[src/core_debug_defines.vh]
// Purpose: constants for the per-tile debug and breakpoint unit
// Assumes: register indices are word indices, byte address = index * 4
// Notes:   included by every design file of the unit
`ifndef CORE_DEBUG_DEFINES_VH
`define CORE_DEBUG_DEFINES_VH

// register word indices
`define IDX_SAVED_STATUS     8'h10
`define IDX_SAVED_PC         8'h11
`define IDX_SAVED_SP         8'h12
`define IDX_FETCH_THREAD     8'h13
`define IDX_FETCH_REG        8'h14
`define IDX_CAUSE_RECORD     8'h15
`define IDX_CAUSE_DATA       8'h16
`define IDX_STOP_MASK        8'h18
`define IDX_SCRATCH_BASE     8'h20
`define IDX_BREAK_TARGET     8'h30
`define IDX_BREAK_CONTROL    8'h40
`define IDX_IRQ_STATUS       8'ha0
`define IDX_IRQ_MASK         8'ha1

// saved status layout
`define STATUS_WIDTH         11
`define STATUS_WRITE_MASK    11'h6df
`define STATUS_ISSUE_BIT     8

// cause record layout and codes
`define CAUSE_CODE_LSB       0
`define CAUSE_THREAD_LSB     8
`define CAUSE_INDEX_LSB      16
`define CAUSE_NONE           3'h0
`define CAUSE_HOST           3'h1
`define CAUSE_CALL           3'h2
`define CAUSE_CODE_BREAK     3'h3
`define CAUSE_DATA_WATCH     3'h4
`define CAUSE_RES_WATCH      3'h5

// breakpoint control layout
`define CTRL_ENABLE_BIT      0
`define CTRL_SENSE_BIT       1
`define CTRL_THREADS_LSB     16

// interrupt status bits
`define IRQ_BREAK_BIT        0
`define IRQ_ENTRY_BIT        1
`define IRQ_HOST_BIT         2
`define IRQ_WATCH_BIT        3
`define IRQ_WIDTH            4

// counts and reset values
`define NUM_BREAKS           4
`define NUM_SCRATCH          8
`define NUM_THREADS          8
`define RESET_WORD           32'h0000_0000

`endif

[src/core_debug_breakpoint_unit.v]
// Purpose: debug snapshot, cause record, scratch words and code breakpoints
// Assumes: core side signals are on the same clock; AHB-Lite single slave
// Notes:   reads take one wait state so a write just before is always seen
//
// Implementation choice: register access over AHB-Lite.
`timescale 1ns/100ps
`default_nettype none
`include "core_debug_defines.vh"

module core_debug_breakpoint_unit (
    input  wire        clock,
    input  wire        arst_n,
    input  wire        hsel,
    input  wire [31:0] haddr,
    input  wire [1:0]  htrans,
    input  wire        hwrite,
    input  wire [2:0]  hsize,
    input  wire [31:0] hwdata,
    input  wire        hready,
    output reg         hreadyout,
    output reg         hresp,
    output reg  [31:0] hrdata,
    input  wire        debugMode,
    input  wire        debugEnter,
    input  wire [10:0] entryStatus,
    input  wire [31:0] entryPc,
    input  wire [31:0] entrySp,
    input  wire        hostRequest,
    input  wire        debugCall,
    input  wire        dataWatch,
    input  wire        resWatch,
    input  wire [7:0]  eventThread,
    input  wire [1:0]  watchIndex,
    input  wire [31:0] watchValue,
    input  wire        issueValid,
    input  wire [2:0]  issueThread,
    input  wire [31:0] issuePc,
    input  wire        cfgWrite,
    input  wire [2:0]  cfgIndex,
    input  wire [31:0] cfgWdata,
    output reg  [31:0] cfgRdata,
    output reg         breakHit,
    output reg  [7:0]  breakThread,
    output reg  [7:0]  threadStop,
    output reg  [7:0]  fetchThreadSel,
    output reg  [4:0]  fetchRegSel,
    output reg         irq
);
    // bus phase tracking
    reg        wrPend_reg;
    reg        rdPend_reg;
    reg [7:0]  addrIdx_reg;
    wire       addrPhase;
    wire       wrStrobe;
    reg [31:0] readMux;

    // software visible state
    reg [10:0] savedStatus_reg;
    reg [31:0] savedPc_reg;
    reg [31:0] savedSp_reg;
    reg [2:0]  causeCode_reg;
    reg [7:0]  causeThread_reg;
    reg [1:0]  causeIndex_reg;
    reg [31:0] causeData_reg;
    reg [7:0]  stopMask_reg;
    reg [31:0] scratch_reg [0:7];
    reg [31:0] target_reg [0:3];
    reg [7:0]  threadEn_reg [0:3];
    reg [3:0]  sense_reg;
    reg [3:0]  enable_reg;
    reg [3:0]  irqStatus_reg;
    reg [3:0]  irqMask_reg;
    reg [3:0]  irqStatus_next;

    // breakpoint evaluation
    wire [3:0] fired;
    wire       anyFired;
    reg  [1:0] lowestFired;
    integer    i;
    integer    j;

    // an address phase is taken only while the bus is ready
    assign addrPhase = hsel & htrans[1] & hready;
    assign wrStrobe = wrPend_reg;

    // AHB-Lite slave: writes zero wait, reads one wait state
    always @(posedge clock or negedge arst_n) begin
        if (!arst_n) begin
            wrPend_reg <= 1'b0;
            rdPend_reg <= 1'b0;
            addrIdx_reg <= 8'h00;
            hreadyout <= 1'b1;
            hresp <= 1'b0;
            hrdata <= `RESET_WORD;
        end else begin
            wrPend_reg <= addrPhase & hwrite;
            rdPend_reg <= addrPhase & ~hwrite;
            if (addrPhase) begin
                addrIdx_reg <= haddr[9:2];
            end
            hresp <= 1'b0; // always OKAY, unmapped reads give zero
            if (addrPhase & ~hwrite) begin
                hreadyout <= 1'b0;
            end else if (rdPend_reg) begin
                hreadyout <= 1'b1;
                hrdata <= readMux;
            end
        end
    end

    // read mux; unmapped bits read as zero, reserved bits too except saved status bit 5, which reads its captured value
    always @* begin
        readMux = `RESET_WORD;
        case (addrIdx_reg)
            `IDX_SAVED_STATUS: readMux[10:0] = savedStatus_reg;
            `IDX_SAVED_PC:     readMux = savedPc_reg;
            `IDX_SAVED_SP:     readMux = savedSp_reg;
            `IDX_FETCH_THREAD: readMux[7:0] = fetchThreadSel;
            `IDX_FETCH_REG:    readMux[4:0] = fetchRegSel;
            `IDX_CAUSE_RECORD: begin
                readMux[2:0] = causeCode_reg;
                readMux[15:8] = causeThread_reg;
                readMux[17:16] = causeIndex_reg;
            end
            `IDX_CAUSE_DATA:   readMux = causeData_reg;
            `IDX_STOP_MASK:    readMux[7:0] = stopMask_reg;
            `IDX_IRQ_STATUS:   readMux[3:0] = irqStatus_reg;
            `IDX_IRQ_MASK:     readMux[3:0] = irqMask_reg;
            default: begin
                if (addrIdx_reg[7:3] == `IDX_SCRATCH_BASE >> 3) begin
                    readMux = scratch_reg[addrIdx_reg[2:0]];
                end else if (addrIdx_reg[7:2] == `IDX_BREAK_TARGET >> 2) begin
                    readMux = target_reg[addrIdx_reg[1:0]];
                end else if (addrIdx_reg[7:2] == `IDX_BREAK_CONTROL >> 2) begin
                    readMux[23:16] = threadEn_reg[addrIdx_reg[1:0]];
                    readMux[1] = sense_reg[addrIdx_reg[1:0]];
                    readMux[0] = enable_reg[addrIdx_reg[1:0]];
                end
            end
        endcase
    end

    // one matcher per breakpoint
    genvar g;
    generate
        for (g = 0; g < `NUM_BREAKS; g = g + 1) begin : gBreak
            code_break_matcher uMatch (
                .issueValid    (issueValid & ~debugMode),
                .issuePc       (issuePc),
                .issueThread   (issueThread),
                .target        (target_reg[g]),
                .threadEnables (threadEn_reg[g]),
                .sense         (sense_reg[g]),
                .enable        (enable_reg[g]),
                .hit           (fired[g])
            );
        end
    endgenerate

    // lowest numbered breakpoint wins when several fire together
    assign anyFired = |fired;
    always @* begin
        if (fired[0]) begin
            lowestFired = 2'd0;
        end else if (fired[1]) begin
            lowestFired = 2'd1;
        end else if (fired[2]) begin
            lowestFired = 2'd2;
        end else begin
            lowestFired = 2'd3;
        end
    end

    // snapshot on debug entry; hardware capture beats a software write
    always @(posedge clock or negedge arst_n) begin
        if (!arst_n) begin
            savedStatus_reg <= 11'h000;
            savedPc_reg <= `RESET_WORD;
            savedSp_reg <= `RESET_WORD;
        end else if (debugEnter) begin
            savedStatus_reg <= entryStatus;
            savedPc_reg <= entryPc;
            savedSp_reg <= entrySp;
        end else if (wrStrobe) begin
            case (addrIdx_reg)
                `IDX_SAVED_STATUS: begin
                    // issue mode bit 8 and reserved bit 5 keep their value
                    savedStatus_reg <= (savedStatus_reg & ~`STATUS_WRITE_MASK)
                                     | (hwdata[10:0] & `STATUS_WRITE_MASK);
                end
                `IDX_SAVED_PC: savedPc_reg <= hwdata;
                `IDX_SAVED_SP: savedSp_reg <= hwdata;
                default: ;
            endcase
        end
    end

    // remote fetch operands and stop mask
    always @(posedge clock or negedge arst_n) begin
        if (!arst_n) begin
            fetchThreadSel <= 8'h00;
            fetchRegSel <= 5'h00;
            stopMask_reg <= 8'h00;
        end else if (wrStrobe) begin
            case (addrIdx_reg)
                `IDX_FETCH_THREAD: fetchThreadSel <= hwdata[7:0];
                `IDX_FETCH_REG:    fetchRegSel <= hwdata[4:0];
                `IDX_STOP_MASK:    stopMask_reg <= hwdata[7:0];
                default: ;
            endcase
        end
    end

    // stopped threads are released from the cycle after debug mode is entered until the cycle after it ends
    always @(posedge clock or negedge arst_n) begin
        if (!arst_n) begin
            threadStop <= 8'h00;
        end else begin
            threadStop <= debugMode ? 8'h00 : stopMask_reg;
        end
    end

    // cause record; host outranks breakpoints, then call, data, resource
    always @(posedge clock or negedge arst_n) begin
        if (!arst_n) begin
            causeCode_reg <= `CAUSE_NONE;
            causeThread_reg <= 8'h00;
            causeIndex_reg <= 2'd0;
            causeData_reg <= `RESET_WORD;
        end else if (hostRequest) begin
            causeCode_reg <= `CAUSE_HOST;
            causeThread_reg <= 8'h00;
            causeIndex_reg <= 2'd0;
        end else if (anyFired) begin
            causeCode_reg <= `CAUSE_CODE_BREAK;
            causeThread_reg <= {5'h00, issueThread};
            causeIndex_reg <= lowestFired;
        end else if (debugCall) begin
            causeCode_reg <= `CAUSE_CALL;
            causeThread_reg <= eventThread;
            causeIndex_reg <= 2'd0;
        end else if (dataWatch) begin
            causeCode_reg <= `CAUSE_DATA_WATCH;
            causeThread_reg <= eventThread;
            causeIndex_reg <= watchIndex;
            causeData_reg <= watchValue;
        end else if (resWatch) begin
            causeCode_reg <= `CAUSE_RES_WATCH;
            causeThread_reg <= eventThread;
            causeIndex_reg <= watchIndex;
            causeData_reg <= watchValue;
        end else if (wrStrobe) begin
            case (addrIdx_reg)
                `IDX_CAUSE_RECORD: begin
                    causeCode_reg <= hwdata[2:0];
                    causeThread_reg <= hwdata[15:8];
                    causeIndex_reg <= hwdata[17:16];
                end
                `IDX_CAUSE_DATA: causeData_reg <= hwdata;
                default: ;
            endcase
        end
    end

    // scratch words; the bus write wins over a config write the same cycle
    always @(posedge clock or negedge arst_n) begin
        if (!arst_n) begin
            for (i = 0; i < `NUM_SCRATCH; i = i + 1) begin
                scratch_reg[i] <= `RESET_WORD;
            end
            cfgRdata <= `RESET_WORD;
        end else begin
            if (wrStrobe && addrIdx_reg[7:3] == `IDX_SCRATCH_BASE >> 3) begin
                scratch_reg[addrIdx_reg[2:0]] <= hwdata;
            end else if (cfgWrite) begin
                scratch_reg[cfgIndex] <= cfgWdata;
            end
            cfgRdata <= scratch_reg[cfgIndex];
        end
    end

    // breakpoint targets and controls
    always @(posedge clock or negedge arst_n) begin
        if (!arst_n) begin
            for (j = 0; j < `NUM_BREAKS; j = j + 1) begin
                target_reg[j] <= `RESET_WORD;
                threadEn_reg[j] <= 8'h00;
            end
            sense_reg <= 4'h0;
            enable_reg <= 4'h0;
        end else if (wrStrobe) begin
            if (addrIdx_reg[7:2] == `IDX_BREAK_TARGET >> 2) begin
                target_reg[addrIdx_reg[1:0]] <= hwdata;
            end
            if (addrIdx_reg[7:2] == `IDX_BREAK_CONTROL >> 2) begin
                threadEn_reg[addrIdx_reg[1:0]] <= hwdata[23:16];
                sense_reg[addrIdx_reg[1:0]] <= hwdata[`CTRL_SENSE_BIT];
                enable_reg[addrIdx_reg[1:0]] <= hwdata[`CTRL_ENABLE_BIT];
            end
        end
    end

    // breakpoint hit goes to the core as a one-cycle debug request
    always @(posedge clock or negedge arst_n) begin
        if (!arst_n) begin
            breakHit <= 1'b0;
            breakThread <= 8'h00;
        end else begin
            breakHit <= anyFired;
            breakThread <= anyFired ? {5'h00, issueThread} : 8'h00;
        end
    end

    // sticky events: write one to clear, a new event in that cycle wins
    always @* begin
        irqStatus_next = irqStatus_reg;
        if (wrStrobe && addrIdx_reg == `IDX_IRQ_STATUS) begin
            irqStatus_next = irqStatus_next & ~hwdata[3:0];
        end
        irqStatus_next[`IRQ_BREAK_BIT] = irqStatus_next[`IRQ_BREAK_BIT] | anyFired;
        irqStatus_next[`IRQ_ENTRY_BIT] = irqStatus_next[`IRQ_ENTRY_BIT] | debugEnter;
        irqStatus_next[`IRQ_HOST_BIT] = irqStatus_next[`IRQ_HOST_BIT] | hostRequest;
        irqStatus_next[`IRQ_WATCH_BIT] = irqStatus_next[`IRQ_WATCH_BIT]
                                       | dataWatch | resWatch;
    end

    // interrupt status, mask and level output
    always @(posedge clock or negedge arst_n) begin
        if (!arst_n) begin
            irqStatus_reg <= 4'h0;
            irqMask_reg <= 4'h0;
            irq <= 1'b0;
        end else begin
            irqStatus_reg <= irqStatus_next;
            if (wrStrobe && addrIdx_reg == `IDX_IRQ_MASK) begin
                irqMask_reg <= hwdata[3:0];
                irq <= |(irqStatus_next & hwdata[3:0]);
            end else begin
                irq <= |(irqStatus_next & irqMask_reg);
            end
        end
    end
endmodule // core_debug_breakpoint_unit

`default_nettype wire

[src/code_break_matcher.v]
// Purpose: one code breakpoint compare
// Assumes: pc and thread belong to the instruction issuing this cycle
// Notes:   purely combinational, registered by the parent
`timescale 1ns/100ps
`default_nettype none
`include "core_debug_defines.vh"

module code_break_matcher (
    input  wire        issueValid,
    input  wire [31:0] issuePc,
    input  wire [2:0]  issueThread,
    input  wire [31:0] target,
    input  wire [7:0]  threadEnables,
    input  wire        sense,
    input  wire        enable,
    output wire        hit
);
    wire pcEqual;

    // sense flips equal into differ
    assign pcEqual = (issuePc == target);
    assign hit = issueValid & enable & threadEnables[issueThread] & (pcEqual ^ sense);
endmodule // code_break_matcher

`default_nettype wire

[config.mk]
export PLATFORM = sky130hd
export DESIGN_NAME = core_debug_breakpoint_unit
export DESIGN_NICKNAME = d
export VERILOG_FILES = /design/src/core_debug_breakpoint_unit.v /design/src/code_break_matcher.v
export VERILOG_INCLUDE_DIRS = /design/src
export SDC_FILE = /design/constraint.sdc
export NUM_CORES = 1
export LEC_CHECK = 0
export ABC_AREA = 1
export BUFFER_PORTS_ARGS = -buffer_cell sky130_fd_sc_hd__buf_4
export CORE_MARGIN = 3
export CORE_UTILIZATION = 39
export DETAILED_ROUTE_END_ITERATION = 8
export PLACE_DENSITY_LB_ADDON = 0.08
export SLEW_MARGIN = 30
export SYNTH_ARGS = -nofsm -noshare
export SYNTH_HDL_FRONTEND = slang
export SYNTH_SLANG_ARGS = --single-unit
[constraint.sdc]
create_clock -name clock -period 5.7 [get_ports clock]
set_input_delay 0.855 -clock clock [delete_from_list [all_inputs] [get_ports clock]]
set_output_delay 0.855 -clock clock [all_outputs]
set_load 0.03 [all_outputs]
==> reports/qor.yml, run 1 <==
synthesis:
  yosys.cell_types.count: 59
  synth_area_sq_um: 35100
  synth_cells: 4315
  ys_seq_elements: 661
  yosys_warnings: 0
  ys_seq_area_share_pct: 47.1
  postSynthAreaPerCell_sq_um: 8.14
  synthFlopType: "dfrtp_1"
  synth_edf_count: 0
  synthArstFlopShare_pct: 100
die:
  start_util_pct: 39.5
  rows: 109
  fp.dieArea_sq_um: 93600
  fp.dieW_um: 306
  coreArea_sq_um: 88800
  design.portCount: 366
  die_y_um: 306
sta:
  hold_viol: 0
  rsz0062_at_grt: "false"
  worstMarginPinSlew_ps: 1110
  max_freq_mhz: 252
  drv_slew: 0
  final.period_utilization_pct: 69.8
  hold_ws_ps: 244
  relSlewSlack_pct: 25.7
  fin_skew_ps: 22.9
  tns_ps: 0
  finalWorstPathRequiredPeriod_ps: 3980
  setup_viol: 0
routing:
  routed_wl_um: 162000
  ant_nets: 0
  drt-met1-wl_um: 66000
  vias: 34200
  dr_wl_met3_um: 13500
  wl_per_cell_um: 28.4
  wl_met2_um: 73000
  remaining_drc_errors: 0
  avgViaCountPerCell: 5.99
  drtIter0Drc: 4143
  routed.top_layer: "met5"
  drt_first_pass_iters: 6
placement:
  place_hpwl_um: 109000
  dp.cells: 5572
  gp_congestion: 0.898
  portBuffers: 331
  dpl-instance-area_sq_um: 38500
worst_setup_path:
  end_kind: "register"
  crit_path_start_kind: "register"
  reg2reg_to: "hrdata[28]$_DFFE_PN0P_"
  worstPathRequired_ps: 6220
  arrival_ps: 4490
  reg2reg_from: "addrIdx_reg[1]$_DFFE_PN0P_"
  worstPathMaxFanout: 33
  reg2reg_slack_ps: 1720
  reg2reg_depth: 10
  crit_type: "reg2reg"
global_route:
  antenna_found_initial: 10
  grt_max_degree: 137
  grt_first_pass_wirelength_um: 232000
  overflow: 0
  grt_pass1_vias: 32700
  grt_util_all_layers_pct: 33.8
clocking:
  cts_setup_buffers: 0
  clkTransAtPathRegs_ps: 60
  ctsHtreeMaxLevel: 3
  cts_root_buf: "clkbuf_16"
  numCtsBuffers: 79
  tritoncts: "done"
  cts_hold_buf: 0
  cts_resized: 0
  cts_buffer_depth: 3
  clk_latency_ps: 650
  cts_sinks: 661
finish:
  design_area_sq_um: 41200
  nNetsFinal: 4758
  stdcell_count: 5716
  area_growth_pct: 17.2
  largest_register_ffs: 256
  final_common_cell: "nand2_1"
  drive_gt1_share_pct: 14.4
  final_cell_mix: "nand2_1, dfrtp_1, inv_1"
run:
  maxCapViolations: 0
hold_path:
  min-delay-path-class: "in2async"
power:
  p_per_area_nw_per_um2: 314
  leakage_nw: 18.9
  ir_drop_uv: 232
status:
  run_status: "complete, no violations"
metrics by stage:
step           util, %  setup WS (ps)  power [mW]
6_report          46.4           1720        12.9
5_1_grt           46.3           1650        13.4
4_1_cts           46.3           1820        13.0
3_5_place_dp      43.4           1820        7.81
3_3_place_gp      43.4           1900        7.78
2_1_floorplan        -           3300        6.73
power breakdown:
group / internal, mW / total, mW / leakage [nW] / switching [mW]
sequential: 5.14 / 5.37 / 7.69 / 0.239
combinational: 0.762 / 2.40 / 9.89 / 1.64
clock: 3.00 / 5.16 / 1.28 / 2.16
routing by layer:
layer,global-route usage [%],vias to the layer above
met1,45.1,16900
met5,0,-
met2,52.6,1708
met3,5.97,380
li1,-,15200
met4,17.8,8
worst max-delay path by stage:
stage | start | endpoint | slack (ps) | depth (start not counted)
finish | addrIdx_reg[1]$_DFFE_PN0P_ | hrdata[28]$_DFFE_PN0P_ | 1720 | 10
global route | addrIdx_reg[3]$_DFFE_PN0P_ | scratch_reg[236]$_DFFE_PN0P_ | 1650 | 12
CTS | addrIdx_reg[1]$_DFFE_PN0P_ | hrdata[28]$_DFFE_PN0P_ | 1820 | 10
detailed placement | addrIdx_reg[1]$_DFFE_PN0P_ | hrdata[28]$_DFFE_PN0P_ | 1820 | 10
global placement | addrIdx_reg[1]$_DFFE_PN0P_ | hrdata[28]$_DFFE_PN0P_ | 1900 | 10
floorplan | cfgIndex[2] | scratch_reg[12]$_DFFE_PN0P_ | 3300 | 8
kinds of logic (layout without fill, tap and decap cells):
family	Yosys count	after routing	synth area share [%]
xor gates and xnor gates	104	104	2.62
AOI/OAI and AO/OA	1250	1250	23.1
DFF	661	661	47.1
other	1	8	0.0107
muxes	2	2	0.0642
buffers and inverters	804	1033	9.31
and+or+nand+nor	1493	1493	17.8
cells in the mapped netlist (4+ instances only):
master	number	area [sq um]
clkinv_1	11	41.3
o21a_1	15	113
xnor2_1	103	902
clkbuf_1	211	792
a31oi_1	8	50.1
o22ai_1	202	1260
nor3_1	14	70.1
dfrtp_1	660	16500
a22o_1	8	70.1
o31ai_1	5	37.5
inv_2	19	71.3
a22oi_1	105	788
o21ai_1	27	135
or4_1	4	30.0
clkbuf_2	5	25.0
nand3_2	6	60.1
buf_1	23	86.3
buf_6	10	113
nand3_1	242	1210
a21oi_1	147	736
a221oi_1	43	377
o21ai_0	381	1910
o21ai_2	5	43.8
nand2_1	987	3700
o211ai_1	59	443
o2111ai_1	32	280
a211oi_1	4	30.0
nor2_1	189	709
buf_2	75	375
nor3_2	7	70.1
buf_4	16	120
nor2_2	13	81.3
inv_1	432	1620
nand4_1	10	62.6
o311ai_0	13	114
nand2_2	9	56.3
o221ai_1	187	1640
worst max-delay path, cell delays in order, from the launching register on:
cell and delay [ps]:
dfrtp_1 460, inv_1 100, nand2_2 520, inv_2 460, nand2_1 400, nor2_2 70
buf_4 300, a221oi_1 820, nand3_1 210, nand2_1 340, nand2_1 100
cell type report:
type                            instances  area [sq um]
Antenna cell                            2          5.00
Clock buffer                          119          2320
Clock inverter                         22           270
Fill cell                            8999         47600
Inverter                              463          1750
Multi-Input combinational cell       2855         15500
Sequential cell                       661         16500
Tap cell                             1165          1460
Timing Repair Buffer                  429          3360
No activity file was read; power rests on OpenSTA's default activity.
==> inputs of run 2 (changes only) <==
--- a/config.mk
+++ b/config.mk
@@ -6,7 +6,7 @@
 export SDC_FILE = /design/constraint.sdc
 export NUM_CORES = 1
 export LEC_CHECK = 0
-export ABC_AREA = 1
+export ABC_AREA = 0
 export BUFFER_PORTS_ARGS = -buffer_cell sky130_fd_sc_hd__buf_4
 export CORE_MARGIN = 3
 export CORE_UTILIZATION = 39
==> constraint.sdc (replaced) <==
create_clock -name clock -period 3.8 [get_ports clock]
set_input_delay 0.57 -clock clock [delete_from_list [all_inputs] [get_ports clock]]
set_output_delay 0.57 -clock clock [all_outputs]
set_load 0.03 [all_outputs]
==> run 2 against run 1 <==
Against the previous run: synthesized cell count down 31%; critical path depth did not move; clock power rose by 49%; worst hold slack got worse by 89 ps; clock skew rose by 4.1 ps; sequential share of layout area up 0.44 points; setup slack worse by 1600 ps; final cell count shrank 22%; clock-buffer cell count is 9 lower; area after synthesis shrank 4.1%; wire length is 13% lower; fmax rose by 6.8%; critical path type unchanged; largest cell class unchanged; highest routed layer unchanged.
==> reports/qor.yml, run 2 <==
status:
  run_status: "complete, no violations"
worst_setup_path:
  cpMaxStageDelayCell: "or4_2"
  reg2reg_from: "target_reg[109]$_DFFE_PN0P_"
  worstPathRequired_ps: 4300
  path_delay_family: "simple AND/OR/NAND/NOR gates"
  reg2reg_depth: 10
  end_kind: "register"
  arrival_ps: 4220
  cpPeakStageDelay_ps: 680
  crit_type: "reg2reg"
  worstPathMaxFanout: 22
  crit_path_start_kind: "register"
  reg2reg_slack_ps: 80
  critical_path_buf_inv_count: 2
  reg2reg_to: "causeData_reg[27]$_DFFE_PN0P_"
  crit_path_cell_trace: "xor2_1, nor4_2, buf_4, nand4_1, o311a_1, or2_1, a2111o_1, or4_2, buf_12, mux2_4"
sta:
  hold_ws_ps: 155
  drv_slew: 0
  worstMarginPinSlew_ps: 968
  max_freq_mhz: 269
  finalWorstPathRequiredPeriod_ps: 3720
  final.period_utilization_pct: 98.0
  setup_viol: 0
  hold_viol: 0
  fin_skew_ps: 27.1
  relSlewSlack_pct: 35.5
  rsz0062_at_grt: "false"
  tns_ps: 0
synthesis:
  synth-xor-area-share_pct: 3.36
  muxShareOfSynthArea_pct: 19.3
  synth-compound-area-share_pct: 16.6
  synth_top_family_by_area: "multiplexers"
  synth_cells: 2965
  synth_area_sq_um: 33700
  synthSimpleGateAreaFrac_pct: 8.19
  yosys.cell_types.count: 57
  synthTopCellsByArea: "dfrtp_1, mux4_2, a22oi_1"
  ys_seq_elements: 661
  ys_seq_area_share_pct: 49.1
  postSynthAreaPerCell_sq_um: 11.4
  yosysMostFrequentCell: "dfrtp_1"
  synthAdderAreaFrac_pct: 0
  yosys-top-cells-count: "dfrtp_1, a22oi_1, nand2_1"
  yosys_warnings: 0
  synth_edf_count: 0
  synth_top_cell_area_share_pct: 49.1
  synthArstFlopShare_pct: 100
  synthFlopType: "dfrtp_1"
  synth_top_cell_by_area: "dfrtp_1"
global_route:
  grtUsageMet3_pct: 7.38
  met2_usage_pct: 47.0
  grt_util_all_layers_pct: 31.0
  grt_first_pass_wirelength_um: 204000
  grt_pass1_vias: 28900
  antenna_found_initial: 6
  grt_max_degree: 93
  grtUsageMet1_pct: 42.8
  grt.busiest_layer: "met2"
  overflow: 0
power:
  leakage_nw: 18.2
  p_switching_mw: 6.41
  pwr-share-seq_pct: 42.2
  power_frac_comb_pct: 21.1
  p_clk_share_pct: 36.7
  ir_drop_uv: 280
  finalPower_mw: 21.0
  switching_share_pct: 30.5
  p_per_area_nw_per_um2: 516
  p_int_mw: 14.6
routing:
  vias: 28200
  drt_first_pass_iters: 6
  wl_per_cell_um: 31.8
  drtIter0Drc: 3143
  avgViaCountPerCell: 6.31
  ant_nets: 0
  routed_wl_um: 142000
  remaining_drc_errors: 0
placement:
  dpl-instance-area_sq_um: 38100
  gp_congestion: 0.897
  place_hpwl_um: 94600
  portBuffers: 331
hold_path:
  holdPathEnd: "savedStatus_reg[7]$_DFFE_PN0P_"
  holdPathStages: 3
  min-delay-path-class: "in2reg"
  min_from: "entryStatus[7]"
die:
  rows: 107
  die_y_um: 300
  design.portCount: 366
  start_util_pct: 39.4
  fp.dieW_um: 300
  fp.dieArea_sq_um: 89900
  coreArea_sq_um: 85400
finish:
  design_area_sq_um: 40700
  area_growth_pct: 21.0
  final_cell_mix: "dfrtp_1, buf_4, a22oi_1"
  nNetsFinal: 3527
  n_fill_cell: 7885
  largest_register_ffs: 256
  final_common_cell: "dfrtp_1"
  drive_gt1_share_pct: 30.5
clocking:
  clkTransAtPathRegs_ps: 60
  numCtsBuffers: 77
  cts_root_buf: "clkbuf_16"
  ctsHtreeMaxLevel: 3
  cts_sinks: 661
  clk_latency_ps: 630
  cts_buffer_depth: 3
  tritoncts: "done"
  cts_setup_buffers: 0
run:
  maxCapViolations: 0
run 2: changes by cell type after synthesis, sizes merged, moves of 111 or more:
cell    change
nand2     -696
inv       -446
mux2      +238
nand3     -234
a22oi     +223
o22ai     -202
o221ai    -187
o21ai     -178
mux2i     +117
a21oi     -114
mux4      +111
run 2: worst reg2reg max path: stages (launching register included):
cell,delay [ps]
dfrtp_1,410
xor2_1,250
nor4_2,400
buf_4,170
nand4_1,140
o311a_1,350
or2_1,230
a2111o_1,390
or4_2,690
buf_12,230
mux2_4,360
run 2: worst max path at each step:
stage | start | to | slack [ps] | cells after the start
after floorplan | issueThread[1] | causeData_reg[10]$_DFFE_PN0P_ | 550 | 11
after global placement | issuePc[13] | causeData_reg[29]$_DFFE_PN0P_ | -220 | 11
after detailed placement | issuePc[13] | causeData_reg[27]$_DFFE_PN0P_ | -270 | 11
after CTS | target_reg[109]$_DFFE_PN0P_ | causeData_reg[27]$_DFFE_PN0P_ | 100 | 10
after global routing | target_reg[114]$_DFFE_PN0P_ | causeData_reg[15]$_DFFE_PN0P_ | 20 | 10
final | target_reg[109]$_DFFE_PN0P_ | causeData_reg[27]$_DFFE_PN0P_ | 80 | 10
run 2: layer usage:
metal	vias up	routed length, um
met1	14500	59100
li1	11700	-
met2	1701	63200
met4	6	5680
met3	281	13800
met5	-	41
run 2: power groups by stage:
stage | Combinational, mW | Clock [mW] | Sequential [mW]
6_report | 4.43 | 7.71 | 8.87
5_1_grt | 4.72 | 8.14 | 8.96
4_1_cts | 4.45 | 7.83 | 8.83
3_5_place_dp | 4.43 | 0 | 8.93
3_3_place_gp | 4.36 | 0 | 8.90
2_1_floorplan | 2.38 | 0 | 8.92
run 2: what timing repair did:
action,CTS,global route
gates resized for setup,1,0
endpoints found under the setup margin,21,0
hold endpoints to repair,56,0
hold buffers,1,0
run 2: cells by family after synthesis:
kind of cell / after synthesis
AO/OA/AOI/OAI: 788
flip-flops: 661
AND/OR/NAND/NOR: 626
multiplexers: 468
buffers and inverters: 292
XOR/XNOR: 129
other: 1
run 2: final cells by class:
type	instances	area (sq um)	area share [%]
Clock buffer	110	2240	5.51
Timing Repair Buffer	495	3930	9.66
Clock inverter	31	370	0.909
Antenna cell	2	5.00	0.0123
Inverter	6	22.5	0.0553
Sequential cell	661	16600	40.6
Multi-Input combinational cell	2017	16200	39.7
Tap cell	1144	1430	3.51
run 2: per-stage QoR:
stage                     worst slack [ps]  cells  utilization (%)
after floorplan                        547   2970                -
after global placement                -217   4321             44.6
after detailed placement              -273   4321             44.6
after CTS                             99.9   4463             47.6
after global routing                  17.8   4464             47.7
final                                 77.1   4466             47.7
